## src/pps_defs.vh

```
// Purpose: constants for the programming port select block
// Assumes: APB slave, 32-bit data, one aligned word per register
// Notes:   offsets are byte addresses; reserved bits read as zero
`ifndef PPS_DEFS_VH
`define PPS_DEFS_VH

// register byte offsets
`define PPS_ADDR_CONFIG      12'h000
`define PPS_ADDR_STATUS      12'h004
`define PPS_ADDR_ERASE       12'h008

// configuration word fields
`define PPS_CFG_DED_PORT     0
`define PPS_CFG_DEBUG_OFF    1
`define PPS_CFG_SINGLE_SUP   2
`define PPS_CFG_CODE_PROT    3
`define PPS_CFG_RESET        4'h6

// status word fields
`define PPS_ST_PROG_MODE     0
`define PPS_ST_HV_ENTRY      1
`define PPS_ST_DED_ACTIVE    2
`define PPS_ST_REDUCED       3
`define PPS_ST_DEBUG_EN      4
`define PPS_ST_MODE_PIN_GPIO 5
`define PPS_ST_CFG_REFUSED   6
`define PPS_ST_ERASE_REFUSED 7

// erase command fields
`define PPS_ER_BLOCK         0
`define PPS_ER_ROW           1

// synchronised pin vector positions
`define PPS_P_LEG_LVL        0
`define PPS_P_LEG_HV         1
`define PPS_P_LEG_CLK        2
`define PPS_P_LEG_DAT        3
`define PPS_P_DED_LVL        4
`define PPS_P_DED_HV         5
`define PPS_P_DED_CLK        6
`define PPS_P_DED_DAT        7
`define PPS_P_EMU_SEL        8
`define PPS_P_MODE_PIN       9
`define PPS_P_WIDTH          10

`endif

```

## src/pps_sync.v

```verilog
// Purpose: two-stage synchroniser for a vector of pin levels
// Assumes: each bit is an independent level from outside the clock domain
// Notes:   first stage feeds only the second stage
`timescale 1ns/1ps
`default_nettype none
module pps_sync #(
    parameter WIDTH = 1
) (
    input  wire             clk_i,
    input  wire             rst_n_i,
    input  wire [WIDTH-1:0] async_i,
    output reg  [WIDTH-1:0] sync_o
);
    reg [WIDTH-1:0] meta;

    // plain double flop, reset to low
    always @(posedge clk_i or negedge rst_n_i) begin
        if (!rst_n_i) begin
            meta   <= {WIDTH{1'b0}};
            sync_o <= {WIDTH{1'b0}};
        end else begin
            meta   <= async_i;
            sync_o <= meta;
        end
    end
endmodule // pps_sync
`default_nettype wire

```

## src/pps_top.v

```verilog
// Purpose: selects and gates the legacy and dedicated programming/debug ports
// Assumes: pins are asynchronous levels; MCLK_I at 200 MHz samples the
//          serial clocks; the serial engine sits on MCLK_I beside this block
// Notes:   configuration word and erase commands are reached over APB
//
// Design decisions made here: register access over APB and the address map.
`timescale 1ns/1ps
`default_nettype none
`include "pps_defs.vh"
module pps_top (
    input  wire        MCLK_I,
    input  wire        RST_N_I,
    // apb slave
    input  wire        PSEL_I,
    input  wire        PENABLE_I,
    input  wire        PWRITE_I,
    input  wire [11:0] PADDR_I,
    input  wire [31:0] PWDATA_I,
    output reg  [31:0] PRDATA_O,
    output reg         PREADY_O,
    output reg         PSLVERR_O,
    // legacy port pins
    input  wire        LEGACY_RESET_VPP_PIN_I,
    input  wire        LEGACY_VPP_HV_I,
    input  wire        LEGACY_PROG_CLOCK_PIN_I,
    input  wire        LEGACY_PROG_DATA_PIN_I,
    output reg         LEGACY_PROG_DATA_PIN_O,
    output reg         LEGACY_PROG_DATA_PIN_OE_N_O,
    // dedicated port pins
    input  wire        DEDICATED_RESET_VPP_PIN_I,
    input  wire        DEDICATED_VPP_HV_I,
    input  wire        DEDICATED_PROG_CLOCK_PIN_I,
    input  wire        DEDICATED_PROG_DATA_PIN_I,
    output reg         DEDICATED_PROG_DATA_PIN_O,
    output reg         DEDICATED_PROG_DATA_PIN_OE_N_O,
    // mode pins
    input  wire        EMULATION_SELECT_PIN_I,
    input  wire        PROG_MODE_ENTRY_PIN_I,
    // serial engine side
    input  wire        SER_DATA_OUT_I,
    input  wire        SER_DATA_DRIVE_I,
    output reg         SER_CLK_RISE_O,
    output reg         SER_CLK_FALL_O,
    output reg         SER_DATA_O,
    // device side
    output reg         DEVICE_RESET_O,
    output reg         PROG_MODE_O,
    output reg         DEBUG_ENABLE_O,
    output reg         REDUCED_PACKAGE_O,
    output reg         MODE_PIN_GPIO_O,
    output reg         ERASE_BLOCK_O,
    output reg         ERASE_ROW_O
);
    // session sources
    localparam SRC_NONE  = 2'b00;
    localparam SRC_LEG_H = 2'b01;
    localparam SRC_LEG_L = 2'b10;
    localparam SRC_DED_H = 2'b11;

    wire [`PPS_P_WIDTH-1:0] pin_raw;
    wire [`PPS_P_WIDTH-1:0] pin;
    reg  [3:0]              cfg;
    reg  [1:0]              src;
    reg  [1:0]              next_src;
    reg                     ded_sel;
    reg                     next_ded_sel;
    reg                     leg_clk_d;
    reg                     ded_clk_d;
    reg                     cfg_refused;
    reg                     erase_refused;
    reg  [3:0]              next_cfg;
    reg                     cfg_bad;

    // raw levels placed by their named positions, so the order cannot drift
    assign pin_raw[`PPS_P_LEG_LVL]  = LEGACY_RESET_VPP_PIN_I;
    assign pin_raw[`PPS_P_LEG_HV]   = LEGACY_VPP_HV_I;
    assign pin_raw[`PPS_P_LEG_CLK]  = LEGACY_PROG_CLOCK_PIN_I;
    assign pin_raw[`PPS_P_LEG_DAT]  = LEGACY_PROG_DATA_PIN_I;
    assign pin_raw[`PPS_P_DED_LVL]  = DEDICATED_RESET_VPP_PIN_I;
    assign pin_raw[`PPS_P_DED_HV]   = DEDICATED_VPP_HV_I;
    assign pin_raw[`PPS_P_DED_CLK]  = DEDICATED_PROG_CLOCK_PIN_I;
    assign pin_raw[`PPS_P_DED_DAT]  = DEDICATED_PROG_DATA_PIN_I;
    assign pin_raw[`PPS_P_EMU_SEL]  = EMULATION_SELECT_PIN_I;
    assign pin_raw[`PPS_P_MODE_PIN] = PROG_MODE_ENTRY_PIN_I;

    pps_sync #(
        .WIDTH (`PPS_P_WIDTH)
    ) u_sync (
        .clk_i   (MCLK_I),
        .rst_n_i (RST_N_I),
        .async_i (pin_raw),
        .sync_o  (pin)
    );

    wire ded_en   = cfg[`PPS_CFG_DED_PORT];
    wire lvp_en   = cfg[`PPS_CFG_SINGLE_SUP];
    wire dbg_en   = ~cfg[`PPS_CFG_DEBUG_OFF];
    wire leg_high = pin[`PPS_P_LEG_LVL];

    // dedicated pins count only when the port is on and legacy is not high
    wire ded_ok   = ded_en & ~leg_high;

    // entry conditions for each source
    wire leg_hv_entry = pin[`PPS_P_LEG_HV];
    wire leg_lv_entry = lvp_en & leg_high & pin[`PPS_P_MODE_PIN];
    wire ded_hv_entry = ded_ok & pin[`PPS_P_DED_HV];

    // session source selection; a running session holds until its entry drops or legacy high voltage takes over
    always @* begin
        next_src = src;
        case (src)
            SRC_NONE: begin
                if (leg_hv_entry) begin
                    next_src = SRC_LEG_H;
                end else if (ded_hv_entry) begin
                    next_src = SRC_DED_H;
                end else if (leg_lv_entry) begin
                    next_src = SRC_LEG_L;
                end
            end
            SRC_LEG_H: begin
                if (!leg_hv_entry) begin
                    next_src = SRC_NONE;
                end
            end
            SRC_LEG_L: begin
                // high voltage takes over, so the supply bit can still move
                if (leg_hv_entry) begin
                    next_src = SRC_LEG_H;
                end else if (!leg_lv_entry) begin
                    next_src = SRC_NONE;
                end
            end
            default: begin
                // legacy high voltage wins over a running dedicated session
                if (leg_hv_entry) begin
                    next_src = SRC_LEG_H;
                end else if (!ded_hv_entry) begin
                    next_src = SRC_NONE;
                end
            end
        endcase
    end

    always @(posedge MCLK_I or negedge RST_N_I) begin
        if (!RST_N_I) begin
            src <= SRC_NONE;
        end else begin
            src <= next_src;
        end
    end

    wire in_session = (src != SRC_NONE);
    wire hv_session = (src == SRC_LEG_H) | (src == SRC_DED_H);
    wire leg_session = (src == SRC_LEG_H) | (src == SRC_LEG_L);

    // serial clock edges on both ports; sampling keeps them in MCLK_I domain
    always @(posedge MCLK_I or negedge RST_N_I) begin
        if (!RST_N_I) begin
            leg_clk_d <= 1'b0;
            ded_clk_d <= 1'b0;
        end else begin
            leg_clk_d <= pin[`PPS_P_LEG_CLK];
            ded_clk_d <= pin[`PPS_P_DED_CLK];
        end
    end

    wire leg_edge = leg_clk_d ^ pin[`PPS_P_LEG_CLK];
    wire ded_edge = (ded_clk_d ^ pin[`PPS_P_DED_CLK]) & ded_ok;

    // port choice: fixed by the session, else legacy while ded_ok is low, otherwise follows the last active clock
    always @* begin
        next_ded_sel = ded_sel;
        if (in_session) begin
            next_ded_sel = (src == SRC_DED_H);
        end else if (!ded_ok) begin
            next_ded_sel = 1'b0;
        end else if (leg_edge) begin
            next_ded_sel = 1'b0;
        end else if (ded_edge) begin
            next_ded_sel = 1'b1;
        end
    end

    // registered choice steers the data pin enables
    always @(posedge MCLK_I or negedge RST_N_I) begin
        if (!RST_N_I) begin
            ded_sel <= 1'b0;
        end else begin
            ded_sel <= next_ded_sel;
        end
    end

    // the next choice decodes the edge that moves the port, so it is not lost
    wire sel_clk = next_ded_sel ? pin[`PPS_P_DED_CLK] : pin[`PPS_P_LEG_CLK];
    wire sel_clk_d = next_ded_sel ? ded_clk_d : leg_clk_d;
    wire link_live = in_session | dbg_en;

    // serial clock and data towards the engine
    always @(posedge MCLK_I or negedge RST_N_I) begin
        if (!RST_N_I) begin
            SER_CLK_RISE_O <= 1'b0;
            SER_CLK_FALL_O <= 1'b0;
            SER_DATA_O     <= 1'b0;
        end else begin
            SER_CLK_RISE_O <= link_live & sel_clk & ~sel_clk_d;
            SER_CLK_FALL_O <= link_live & ~sel_clk & sel_clk_d;
            SER_DATA_O     <= next_ded_sel ? pin[`PPS_P_DED_DAT] : pin[`PPS_P_LEG_DAT];
        end
    end

    // data pin drivers; only the selected port drives, the other floats
    always @(posedge MCLK_I or negedge RST_N_I) begin
        if (!RST_N_I) begin
            LEGACY_PROG_DATA_PIN_O         <= 1'b0;
            LEGACY_PROG_DATA_PIN_OE_N_O    <= 1'b1;
            DEDICATED_PROG_DATA_PIN_O      <= 1'b0;
            DEDICATED_PROG_DATA_PIN_OE_N_O <= 1'b1;
        end else begin
            LEGACY_PROG_DATA_PIN_O         <= SER_DATA_OUT_I;
            LEGACY_PROG_DATA_PIN_OE_N_O    <= ~(link_live & SER_DATA_DRIVE_I & ~ded_sel);
            DEDICATED_PROG_DATA_PIN_O      <= SER_DATA_OUT_I;
            DEDICATED_PROG_DATA_PIN_OE_N_O <= ~(link_live & SER_DATA_DRIVE_I & ded_sel
                                                & ded_ok);
        end
    end

    // device-side levels
    always @(posedge MCLK_I or negedge RST_N_I) begin
        if (!RST_N_I) begin
            DEVICE_RESET_O    <= 1'b1;
            PROG_MODE_O       <= 1'b0;
            DEBUG_ENABLE_O    <= 1'b0;
            REDUCED_PACKAGE_O <= 1'b0;
            MODE_PIN_GPIO_O   <= 1'b0;
        end else begin
            // legacy low resets unless an enabled dedicated pin holds high
            DEVICE_RESET_O    <= ~leg_high & ~(ded_en & pin[`PPS_P_DED_LVL]);
            PROG_MODE_O       <= in_session;
            DEBUG_ENABLE_O    <= dbg_en;
            REDUCED_PACKAGE_O <= dbg_en & ded_en
                                 & ~pin[`PPS_P_EMU_SEL];
            MODE_PIN_GPIO_O   <= ~lvp_en;
        end
    end

    // apb access strobes; one wait state, the write lands with pready
    wire acc      = PSEL_I & PENABLE_I;
    wire acc_done = acc & PREADY_O;
    wire wr_done  = acc_done & PWRITE_I;
    wire a_cfg    = (PADDR_I == `PPS_ADDR_CONFIG);
    wire a_stat   = (PADDR_I == `PPS_ADDR_STATUS);
    wire a_erase  = (PADDR_I == `PPS_ADDR_ERASE);
    wire a_ok     = a_cfg | a_stat | a_erase;

    // configuration write filter; refused bits keep their old value
    always @* begin
        next_cfg = cfg;
        cfg_bad  = 1'b0;
        if (wr_done && a_cfg) begin
            if (!in_session) begin
                cfg_bad = (PWDATA_I[3:0] != cfg);
            end else begin
                next_cfg[`PPS_CFG_DEBUG_OFF] = PWDATA_I[`PPS_CFG_DEBUG_OFF];
                next_cfg[`PPS_CFG_CODE_PROT] = PWDATA_I[`PPS_CFG_CODE_PROT];
                if (leg_session) begin
                    next_cfg[`PPS_CFG_DED_PORT] = PWDATA_I[`PPS_CFG_DED_PORT];
                end else if (PWDATA_I[`PPS_CFG_DED_PORT] != cfg[`PPS_CFG_DED_PORT]) begin
                    cfg_bad = 1'b1;
                end
                if (hv_session) begin
                    next_cfg[`PPS_CFG_SINGLE_SUP] = PWDATA_I[`PPS_CFG_SINGLE_SUP];
                end else if (PWDATA_I[`PPS_CFG_SINGLE_SUP] != lvp_en) begin
                    cfg_bad = 1'b1;
                end
            end
        end
    end

    always @(posedge MCLK_I or negedge RST_N_I) begin
        if (!RST_N_I) begin
            cfg <= `PPS_CFG_RESET;
        end else begin
            cfg <= next_cfg;
        end
    end

    wire er_wr     = wr_done & a_erase & in_session;
    wire er_block  = er_wr & PWDATA_I[`PPS_ER_BLOCK];
    wire er_row    = er_wr & ~PWDATA_I[`PPS_ER_BLOCK] & PWDATA_I[`PPS_ER_ROW];
    wire row_bad   = er_row & cfg[`PPS_CFG_CODE_PROT];
    wire er_lost   = wr_done & a_erase & ~in_session
                     & (PWDATA_I[`PPS_ER_BLOCK] | PWDATA_I[`PPS_ER_ROW]);
    wire clr_cfg   = wr_done & a_stat & PWDATA_I[`PPS_ST_CFG_REFUSED];
    wire clr_erase = wr_done & a_stat & PWDATA_I[`PPS_ST_ERASE_REFUSED];

    // erase pulses and sticky refusal flags; a new event beats its clear
    always @(posedge MCLK_I or negedge RST_N_I) begin
        if (!RST_N_I) begin
            ERASE_BLOCK_O <= 1'b0;
            ERASE_ROW_O   <= 1'b0;
            cfg_refused   <= 1'b0;
            erase_refused <= 1'b0;
        end else begin
            ERASE_BLOCK_O <= er_block;
            ERASE_ROW_O   <= er_row & ~cfg[`PPS_CFG_CODE_PROT];
            if (cfg_bad) begin
                cfg_refused <= 1'b1;
            end else if (clr_cfg) begin
                cfg_refused <= 1'b0;
            end
            if (row_bad || er_lost) begin
                erase_refused <= 1'b1;
            end else if (clr_erase) begin
                erase_refused <= 1'b0;
            end
        end
    end

    wire [7:0] status = {erase_refused, cfg_refused, MODE_PIN_GPIO_O, DEBUG_ENABLE_O,
                         REDUCED_PACKAGE_O, ded_sel, hv_session, in_session};

    // apb answer: ready one cycle into the access phase, error on a hole
    always @(posedge MCLK_I or negedge RST_N_I) begin
        if (!RST_N_I) begin
            PREADY_O  <= 1'b0;
            PSLVERR_O <= 1'b0;
            PRDATA_O  <= 32'h0000_0000;
        end else if (acc && !PREADY_O) begin
            PREADY_O  <= 1'b1;
            PSLVERR_O <= ~a_ok;
            if (PWRITE_I) begin
                PRDATA_O <= 32'h0000_0000;
            end else if (a_cfg) begin
                PRDATA_O <= {28'h000_0000, cfg};
            end else if (a_stat) begin
                PRDATA_O <= {24'h00_0000, status};
            end else begin
                PRDATA_O <= 32'h0000_0000;
            end
        end else begin
            PREADY_O  <= 1'b0;
            PSLVERR_O <= 1'b0;
        end
    end
endmodule // pps_top
`default_nettype wire

```

## config.mk

```make
export PLATFORM = sky130hd
export DESIGN_NAME = pps_top
export DESIGN_NICKNAME = d
export VERILOG_FILES = /design/src/pps_sync.v /design/src/pps_top.v
export VERILOG_INCLUDE_DIRS = /design/src
export SDC_FILE = /design/constraint.sdc
export NUM_CORES = 1
export LEC_CHECK = 0
export BUFFER_PORTS_ARGS = -buffer_cell sky130_fd_sc_hd__buf_2
export CAP_MARGIN = 20
export CORE_MARGIN = 10
export CORE_UTILIZATION = 40
export CTS_CLUSTER_DIAMETER = 50
export DETAILED_ROUTE_END_ITERATION = 8
export PLACE_DENSITY = 0.83
export SLEW_MARGIN = 20
export SYNTH_ARGS = -nofsm -noshare
export SYNTH_HDL_FRONTEND = slang
export SYNTH_SLANG_ARGS = --single-unit
```

## constraint.sdc

```tcl
create_clock -name MCLK_I -period 1.6 [get_ports MCLK_I]
set_input_delay 0.08 -clock MCLK_I [delete_from_list [all_inputs] [get_ports MCLK_I]]
set_output_delay 0.08 -clock MCLK_I [all_outputs]
set_load 0.05 [all_outputs]
```

# Word level (Yosys, flattened, before mapping)
# Index checks and enable logic that the tools add are counted.
[word_totals]
ff_bits = 78
latchBits = 0
mem_bits_rw = 0
mem_bits_ro = 0
input_bits = 61
out_inout_bits = 48
elab_cells = 137
memories = 0
[classes]
add_sub_neg = 0
multipliers = 0
div = 0
order_cmp = 0
n_eq_ne = 12
shifts = 0
muxes = 31
n_bitwise = 54
n_reduce_logical = 13
[ops]
columns = ["op", "n"]
rows = [
  ["AND 1 bit", 32],
  ["2-to-1 mux 8 bit", 3],
  ["2-to-1 mux 1 bit", 19],
  ["2-to-1 mux 2 bit", 8],
  ["NOT 1 bit", 14],
  ["equality test 12 x 3 -> 1 bit (second input constant)", 1],
  ["equality test 12 x 4 -> 1 bit (second input constant)", 1],
  ["logical NOT 12 bit", 1],
  ["bitwise OR 1 bit", 6],
  ["case mux 2 bit (3 select lines)", 1],
  ["AND reduction 3 bit", 2],
  ["nonzero test 2 bit", 3],
  ["!= test 5 x 1 -> 1 bit (second input constant)", 1],
  ["equality test 2 bit (second input constant)", 2],
  ["!= test 4 x 3 -> 1 bit (second input constant)", 1],
  ["!= test 4 bit", 1],
  ["AND reduction 4 bit", 1],
  ["!= test 3 x 2 -> 1 bit (second input constant)", 1],
  ["equality test 2 x 1 -> 1 bit (second input constant)", 1],
  ["logical AND 1 bit", 2],
  ["logical NOT 2 bit", 1],
  ["!= test 1 bit", 2],
  ["!= test 2 bit (second input constant)", 1],
  ["AND reduction 2 bit", 1],
  ["other kinds (3)", 4],
]

# Logic depth before layout (Yosys ltp)
# Gate-level depths: netlist of the first run.
[depth]
depth_word = 11
mapped_depth = 7
ltp_nobuf = 6

# Cells and area by module
# From an unflattened synthesis of the first run, not the netlist that was laid out.
[hier_totals]
hier_cells = 189
area_unflattened_um2 = 2303.5
[modules_own_cells]
columns = ["mod", "instances", "cells_each", "area_per_inst_um2", "seq_area_each_um2"]
rows = [
  ["pps_top", 1, 169, 1803.0, 857.1],
  ["pps_sync", 1, 20, 500.5, 500.5],
]

# Worst setup path before layout of the first run
# Ideal clock, no wire load.
[synth_timing]
path_type = "reg2reg"
from = "register PREADY_O"
to = "register cfg[3]"
setup_ps = 125
arrival_time_ps = 1696
t_required_ps = 1475
slack_ps = -221
stages_incl_launch_ff = 5
n_path_buf = 0
period_less_slack_ps = 1821
cell_sequence = "dfrtp_1 -> and4_1 -> nand4_1 -> or3_4 -> mux2_4"
[synth_via]
elab_chain_cells = 4
[synth_lines]
columns = ["element", "line_no", "text"]
rows = [
  ["start, declared", "pps_top.v:20", "output reg PREADY_O,"],
  ["start signal, assigned", "pps_top.v:326", "PREADY_O <= 1'b0;"],
  ["start signal, assigned", "pps_top.v:330", "PREADY_O <= 1'b1;"],
  ["start signal, assigned", "pps_top.v:342", "PREADY_O <= 1'b0;"],
  ["AND 1 bit", "pps_top.v:249", "wire acc_done = acc & PREADY_O;"],
  ["AND 1 bit", "pps_top.v:250", "wire wr_done = acc_done & PWRITE_I;"],
  ["logical AND 1 bit", "pps_top.v:260", "if (wr_done && a_cfg) begin"],
  ["AND reduction 2 bit (no line)", "-", ""],
  ["end signal, assigned", "pps_top.v:282", "cfg <= `PPS_CFG_RESET;"],
  ["end signal, assigned", "pps_top.v:284", "cfg <= next_cfg;"],
  ["end, declared", "pps_top.v:62", "reg [3:0] cfg;"],
]
# Every way passes these cells.
# A chain may end at the register's enable or synchronous reset.

# Final worst setup path of the first run
# Same ends and word-level chain as after synthesis.

==> qor.txt, run 1 <==
Syn Area/Cell = 12.3 sq um
Core Footprint = 5570 sq um
Via density per instance = 4.79
Origin of the critical flop-to-flop path = PREADY_O$_DFF_PN0_
Die width = 96.2 microns
Fin cells = 346
PwrDens = 1160 nW/um^2
Cell Area, Synth = 2320 sq um
RSZ-0062 raised after global routing = yes
TritonCTS Sinks = 54
Total GRT Usage = 10.9%
Maxcap violations = 0
IO buf count = 58
Crit path kind = register to register
CTS root buffer = clkbuf_8
Final min period = 1.59 ns
WL per Instance = 14.8 microns
Setup ws final = 0.00804 ns
CTS Buf Count = 5
Critical path fanouts, max = 3
Number of enable flip-flop cells after synthesis = 0
Worst Hold End = ERASE_ROW_O$_DFF_PN0_
Hold Vio Cnt, Final = 0
YS warnings = 0
Hold path depth = 3
Initial Util = 41.7%
Largest net degree at the start of global routing = 55
Final slew viol count = 0
Setup_tns = 0 ns
Arrival time worst endpoint = 1.79 ns
GPL Wtd Cong = 0.846
Total power = 3440 uW
DRC Markers = 0
Hold Path Origin = PWDATA_I[1]
Top cells by area, synth = dfrtp_1, buf_4, dfstp_2, a21oi_1, ha_1
CTS tree = yes
Cell variety after synth = 43
CTS clk-pin slew, worst paths = 0.09 ns
Fmax = 628 MHz
Hpwl dp = 3.82 mm
Worst setup SP type = register
Placed cell count = 325
Floorplan die area = 9260 sq um
Flops & latches, synth = 54
Most frequent cells in the layout = buf_2, dfrtp_1, conb_1
Share of layout cells above drive strength 1 = 36.9%
Critical R2R Capture = cfg[3]$_DFFE_PN0P_
Vias in the first global route = 1754
Row cnt = 27
Setup Skew = 0.00884 ns
Clock insertion delay at the later pin of the skew report = 0.30 ns
# diodes = 0
CTS max path bufs = 2
Routed Wire Length = 5.10 mm
Hold crit path type = input pin to register
Top cell type by total area after synthesis = dfrtp_1
FF-to-FF path depth = 4
Nets = 338
Yosys top cell area share = 52.8%
Commonest register cell after synthesis = dfrtp_1
Post-Synthesis Cells = 189
H-tree Lvls = 2
First-pass GRT wire length = 8.02 mm
Remaining Overflow, GRT = 0
Die H = 96.2 microns
Io pins = 109
Commonest non-fill, non-tap cell in the layout = buf_2
Pre-antenna DRT Iters = 4
FFs w/ async S/R, synth = 100%
Final-report setup violation count = 0
Routed Antenna Nets = 0
Status = finished clean
Area Overhead vs Synth = 27.8%
CP Data Required Time = 1.80 ns
Crit share post-route = 99.5%
DR vias = 1656
DRT iter0 DRCs = 106
Initial antenna violation count = 1
Post-synthesis sequential area ratio = 58.4%
Filler instances = 478
Pre-CTS setup slack = -0.0231 ns
Min Hold Slack = 0.0328 ns
Pleak = 0.00145 uW
Kind of end point of the critical path = register
VDD IR max = 0.000737 V
Register-to-register setup slack = 0.008 ns
-- stage by stage --
stage	area, sq um	util, %
floorplan	2410	-
global placement	2700	48.5
detailed placement	2700	48.5
CTS	2950	52.9
global route	2970	53.3
finish	2970	53.3
-- routing by layer --
layer  part of all wire [%]  vias up  global-route usage [%]
li1                       -      776                       -
met1                     38      806                    12.4
met2                     49       66                    18.1
met3                     12        6                    4.20
met4                   0.82        2                    3.93
met5                   0.22        -                       0
-- worst max path at each step --
| stage | end | slack, ns | start | depth (start not counted) |
|---|---|---|---|---|
| floorplan | cfg[3]$_DFFE_PN0P_ | -0.07 | PREADY_O$_DFF_PN0_ | 4 |
| global placement | SER_DATA_O$_DFF_PN0_ | 0.01 | src[0]$_DFFE_PN0P_ | 5 |
| detailed placement | cfg[2]$_DFFE_PN1P_ | -0.02 | src[0]$_DFFE_PN0P_ | 5 |
| CTS | src[1]$_DFFE_PN0P_ | 0.006 | src[0]$_DFFE_PN0P_ | 5 |
| global route | cfg[3]$_DFFE_PN0P_ | -0.04 | PREADY_O$_DFF_PN0_ | 4 |
| finish | cfg[3]$_DFFE_PN0P_ | 0.008 | PREADY_O$_DFF_PN0_ | 4 |
-- synthesized netlist by cell type (2+ instances only) --
cell	instances
inv_1	9
a21oi_1	10
nor2_1	6
xor2_1	3
o21ai_0	4
a32oi_1	2
a32o_1	4
nor2b_1	4
dfrtp_1	49
mux2i_1	2
clkbuf_1	6
nand3_1	3
nor4_4	2
buf_4	25
nor3_1	5
a22o_1	4
nand4_1	4
mux2_2	4
nor3b_1	3
ha_1	4
nand2_1	7
nand3b_1	3
mux2_4	2
dfstp_2	5
-- cells by family (layout without fill, tap and decap cells) --
kind of cell	after synthesis	after routing	share of synthesized area, %
xor gates and xnor gates	4	4	1.51
and+or+nand+nor	45	45	13.1
buffers and inverters	41	103	10.7
adders and majority gates	4	4	2.15
DFF	54	54	58.4
AOI/OAI and AO/OA	32	32	9.80
muxes	8	8	4.09
other	1	24	0.161
-- flip-flops by register name, summed over array words and instances (netlist names), 2 cells and up --
signal	count
u_sync.meta	10
u_sync.sync_o	10
PRDATA_O	8
cfg	4
src	2
-- area by class of cell --
| type | instances | area (sq um) | share of cell area (%) |
|---|---|---|---|
| clock inverter | 2 | 37.5 | 1.26 |
| multi-input combinational | 117 | 832 | 28.0 |
| tap | 72 | 90.1 | 3.03 |
| inverter | 9 | 33.8 | 1.14 |
| timing repair buffer | 86 | 546 | 18.4 |
| sequential | 54 | 1360 | 45.7 |
| clock buffer | 6 | 72.6 | 2.44 |
-- what timing repair did --
action | CTS | global route
resized for setup | 2 | 4
pin swaps | 1 | 2
endpoints found under the setup margin | 3 | 10
hold buffers | 13 | 0
endpoints found under the hold margin | 62 | 0
setup buffers | 0 | 1
-- critical path: stages (launching register included) --
cell	delay (ns)
dfrtp_2	0.36
and4_1	0.19
nand4_1	0.21
or3_4	0.41
mux2_4	0.31
-- power breakdown --
group	total [uW]	switching (uW)	internal [uW]	leakage, uW
registers	1490	36.2	1460	0.000655
logic	1060	667	397	0.000748
clock network	880	413	467	0.0000514
No activity file was read; power rests on OpenSTA's default activity.
==> run 2: changes to the inputs <==
--- a/config.mk
+++ b/config.mk
@@ -12,7 +12,7 @@
 export CORE_UTILIZATION = 40
 export CTS_CLUSTER_DIAMETER = 50
 export DETAILED_ROUTE_END_ITERATION = 8
-export PLACE_DENSITY = 0.83
+export PLACE_DENSITY = 0.75
 export SLEW_MARGIN = 20
 export SYNTH_ARGS = -nofsm -noshare
 export SYNTH_HDL_FRONTEND = slang
==> run 2 against run 1 <==
  * Combinational power rose by 14%
  * Count of clock-buffer cells in the layout fell by 1
  * Total power is 0.86% higher
  * Global-route usage rose by 0.55 points
  * Worst setup slack worse by 0.0026 ns
  * Sequential cell count did not move
  * Register-to-register slack barely moved
  * Critical path depth grew 2
  * Sequential power is essentially flat
  * Largest power group unchanged
==> qor.txt, run 2 (synthesized netlist as in run 1, its figures left out) <==
IO buf count = 58 (unchanged)
Worst setup SP type = register
Final slew viol count = 0 (unchanged)
RSZ-0062 raised after global routing = yes
Final-report setup violation count = 0 (unchanged)
Largest net degree at the start of global routing = 35 (-36%)
Arrival time worst endpoint = 1.82 ns (+0.03 ns)
CTS clk-pin slew, worst paths = 0.10 ns (about the same)
Nets = 340 (+0.59%)
DRC Markers = 0 (unchanged)
Crit path kind = register to register
Initial Util = 41.7% (unchanged)
Post-route design area = 2980 sq um (+0.38%)
# diodes = 0 (unchanged)
Origin of the critical flop-to-flop path = src[0]$_DFFE_PN0P_
Core Footprint = 5570 sq um (unchanged)
Post-DP Area = 2700 sq um (unchanged)
Grt met2 use = 20.2% (+2.1 points)
Status = finished clean
Largest stage delay, worst path = 0.35 ns (-0.06 ns)
Via density per instance = 4.71 (-1.6%)
PwrDens = 1160 nW/um^2 (+0.48%)
Area Overhead vs Synth = 28.3%
H-tree Lvls = 2 (unchanged)
CTS Buf Count = 5 (unchanged)
Final min period = 1.59 ns (+0.00260 ns)
Hold Path Origin = PWDATA_I[3]
Register-to-register setup slack = 0.005 ns (about the same)
Maxcap violations = 0 (unchanged)
Share of layout cells above drive strength 1 = 38.0% (+1.2 points)
Crit-path cells = inv_1, ha_4, buf_6, o41ai_2, a311o_1, mux2i_1
Commonest non-fill, non-tap cell in the layout = buf_2
Pre-CTS setup slack = -0.102 ns (-0.0786 ns)
Hold crit path type = input pin to register
Setup Skew = 0.00510 ns (-0.00374 ns)
Setup_tns = 0 ns (unchanged)
Critical path fanouts, max = 5 (+2)
Global routing usage on met1 = 12.7% (+0.33 points)
Vias in the first global route = 1786 (+1.8%)
Clock insertion delay at the later pin of the skew report = 0.30 ns (about the same)
DR vias = 1639 (-1.0%)
WL per Instance = 15.5 microns (+4.9%)
Setup ws final = 0.00544 ns (-0.00260 ns)
VDD IR max = 0.000685 V (-7.1%)
Routed Wire Length = 5.39 mm (+5.5%)
Floorplan die area = 9260 sq um (unchanged)
Io pins = 109 (unchanged)
Pleak = 0.00147 uW (+0.80%)
CTS tree = yes
Largest registers = u_sync.meta (10), u_sync.sync_o (10), PRDATA_O (8)
CTS max path bufs = 2 (unchanged)
Hpwl dp = 3.95 mm (+3.3%)
Most Crowded Layer GR = met2
Pre-antenna DRT Iters = 4 (unchanged)
Kind of end point of the critical path = register
Final Util = 53.5% (+0.20 points)
DRT iter0 DRCs = 73 (-31%)
Worst Hold End = cfg[3]$_DFFE_PN0P_
Remaining Overflow, GRT = 0 (unchanged)
Die H = 96.2 microns (unchanged)
GR Util met3 = 3.74% (-0.47 points)
Slowest-stage cell, CP = dfrtp_1
Most frequent cells in the layout = buf_2, dfrtp_1, conb_1
Initial antenna violation count = 0 (-1)
Die width = 96.2 microns (unchanged)
Total GRT Usage = 11.4% (+0.55 points)
Crit share post-route = 99.7% (+0.16 points)
Fmax = 627 MHz (-0.16%)
First-pass GRT wire length = 8.36 mm (+4.2%)
GPL Wtd Cong = 0.819 (-3.1%)
Hold Vio Cnt, Final = 0 (unchanged)
Least-Margin Pin Slew = 0.508 ns
Hold path depth = 2 (-1)
Routed Antenna Nets = 0 (unchanged)
Slew HR = 66.1%
FF-to-FF path depth = 6 (+2)
CTS root buffer = clkbuf_8
Critical R2R Capture = src[0]$_DFFE_PN0P_
TritonCTS Sinks = 54 (unchanged)
Row cnt = 27 (unchanged)
CP Data Required Time = 1.83 ns (+0.03 ns)
==> run 2: critical path, delay by kind of cell (launching register included) <==
family                   cells  cell delay (ns)
flip-flops                   1             0.35
multiplexers                 1             0.23
AO/OA/AOI/OAI                2             0.56
buffers and inverters        2             0.20
adder cells (fa/ha/maj)      1             0.18
==> run 2: power breakdown <==
part           internal [uW]  total, uW  switching [uW]
Clock                    317        762             445
Combinational            495       1210             715
Sequential              1460       1500            37.9
==> run 2: what timing repair did <==
action | 4_1_cts | 5_1_grt
endpoints found under the setup margin | 3 | 5
gates resized for setup | 3 | 7
hold buffers | 13 | 0
endpoints found under the hold margin | 30 | 0
buffers inserted | 1 | 1
pin swaps | 3 | 3
==> run 2: worst max-delay path by stage <==
stage | slack, ns | cells after the start | endpoint | start
finish | 0.005 | 6 | src[0]$_DFFE_PN0P_ | src[0]$_DFFE_PN0P_
global route | -0.09 | 6 | src[0]$_DFFE_PN0P_ | src[1]$_DFFE_PN0P_
CTS | 0.01 | 5 | src[0]$_DFFE_PN0P_ | u_sync.sync_o[0]$_DFF_PN0_
detailed placement | -0.10 | 6 | src[0]$_DFFE_PN0P_ | src[0]$_DFFE_PN0P_
global placement | -0.001 | 6 | src[0]$_DFFE_PN0P_ | src[0]$_DFFE_PN0P_
floorplan | -0.07 | 4 | cfg[3]$_DFFE_PN0P_ | PREADY_O$_DFF_PN0_
==> run 2: final cells by class <==
| type | count | area [sq um] |
|---|---|---|
| Timing Repair Buffer | 88 | 568 |
| Clock buffer | 5 | 68.8 |
| Clock inverter | 3 | 22.5 |
| Inverter | 9 | 33.8 |
| Sequential cell | 54 | 1360 |
| Multi-Input combinational cell | 117 | 840 |
| Fill cell | 501 | 2590 |
| Tap cell | 72 | 90.1 |
==> run 2: per-layer routing <==
layer	wire [microns]	share of wire, %
met1	2050	38
met5	0	0
met3	517	9.6
met2	2760	51
met4	55	1.0
==> run 2: metrics by stage <==
| stage | cells | total power [uW] | hold slack [ns] |
|---|---|---|---|
| final | 348 | 3470 | 0.0301 |
| after global routing | 348 | 3670 | 0.0179 |
| after CTS | 347 | 3350 | 0.0263 |
| after detailed placement | 325 | 2510 | 0.0766 |
| after global placement | 325 | 2480 | 0.0682 |
| after floorplan | 212 | 2180 | -0.216 |
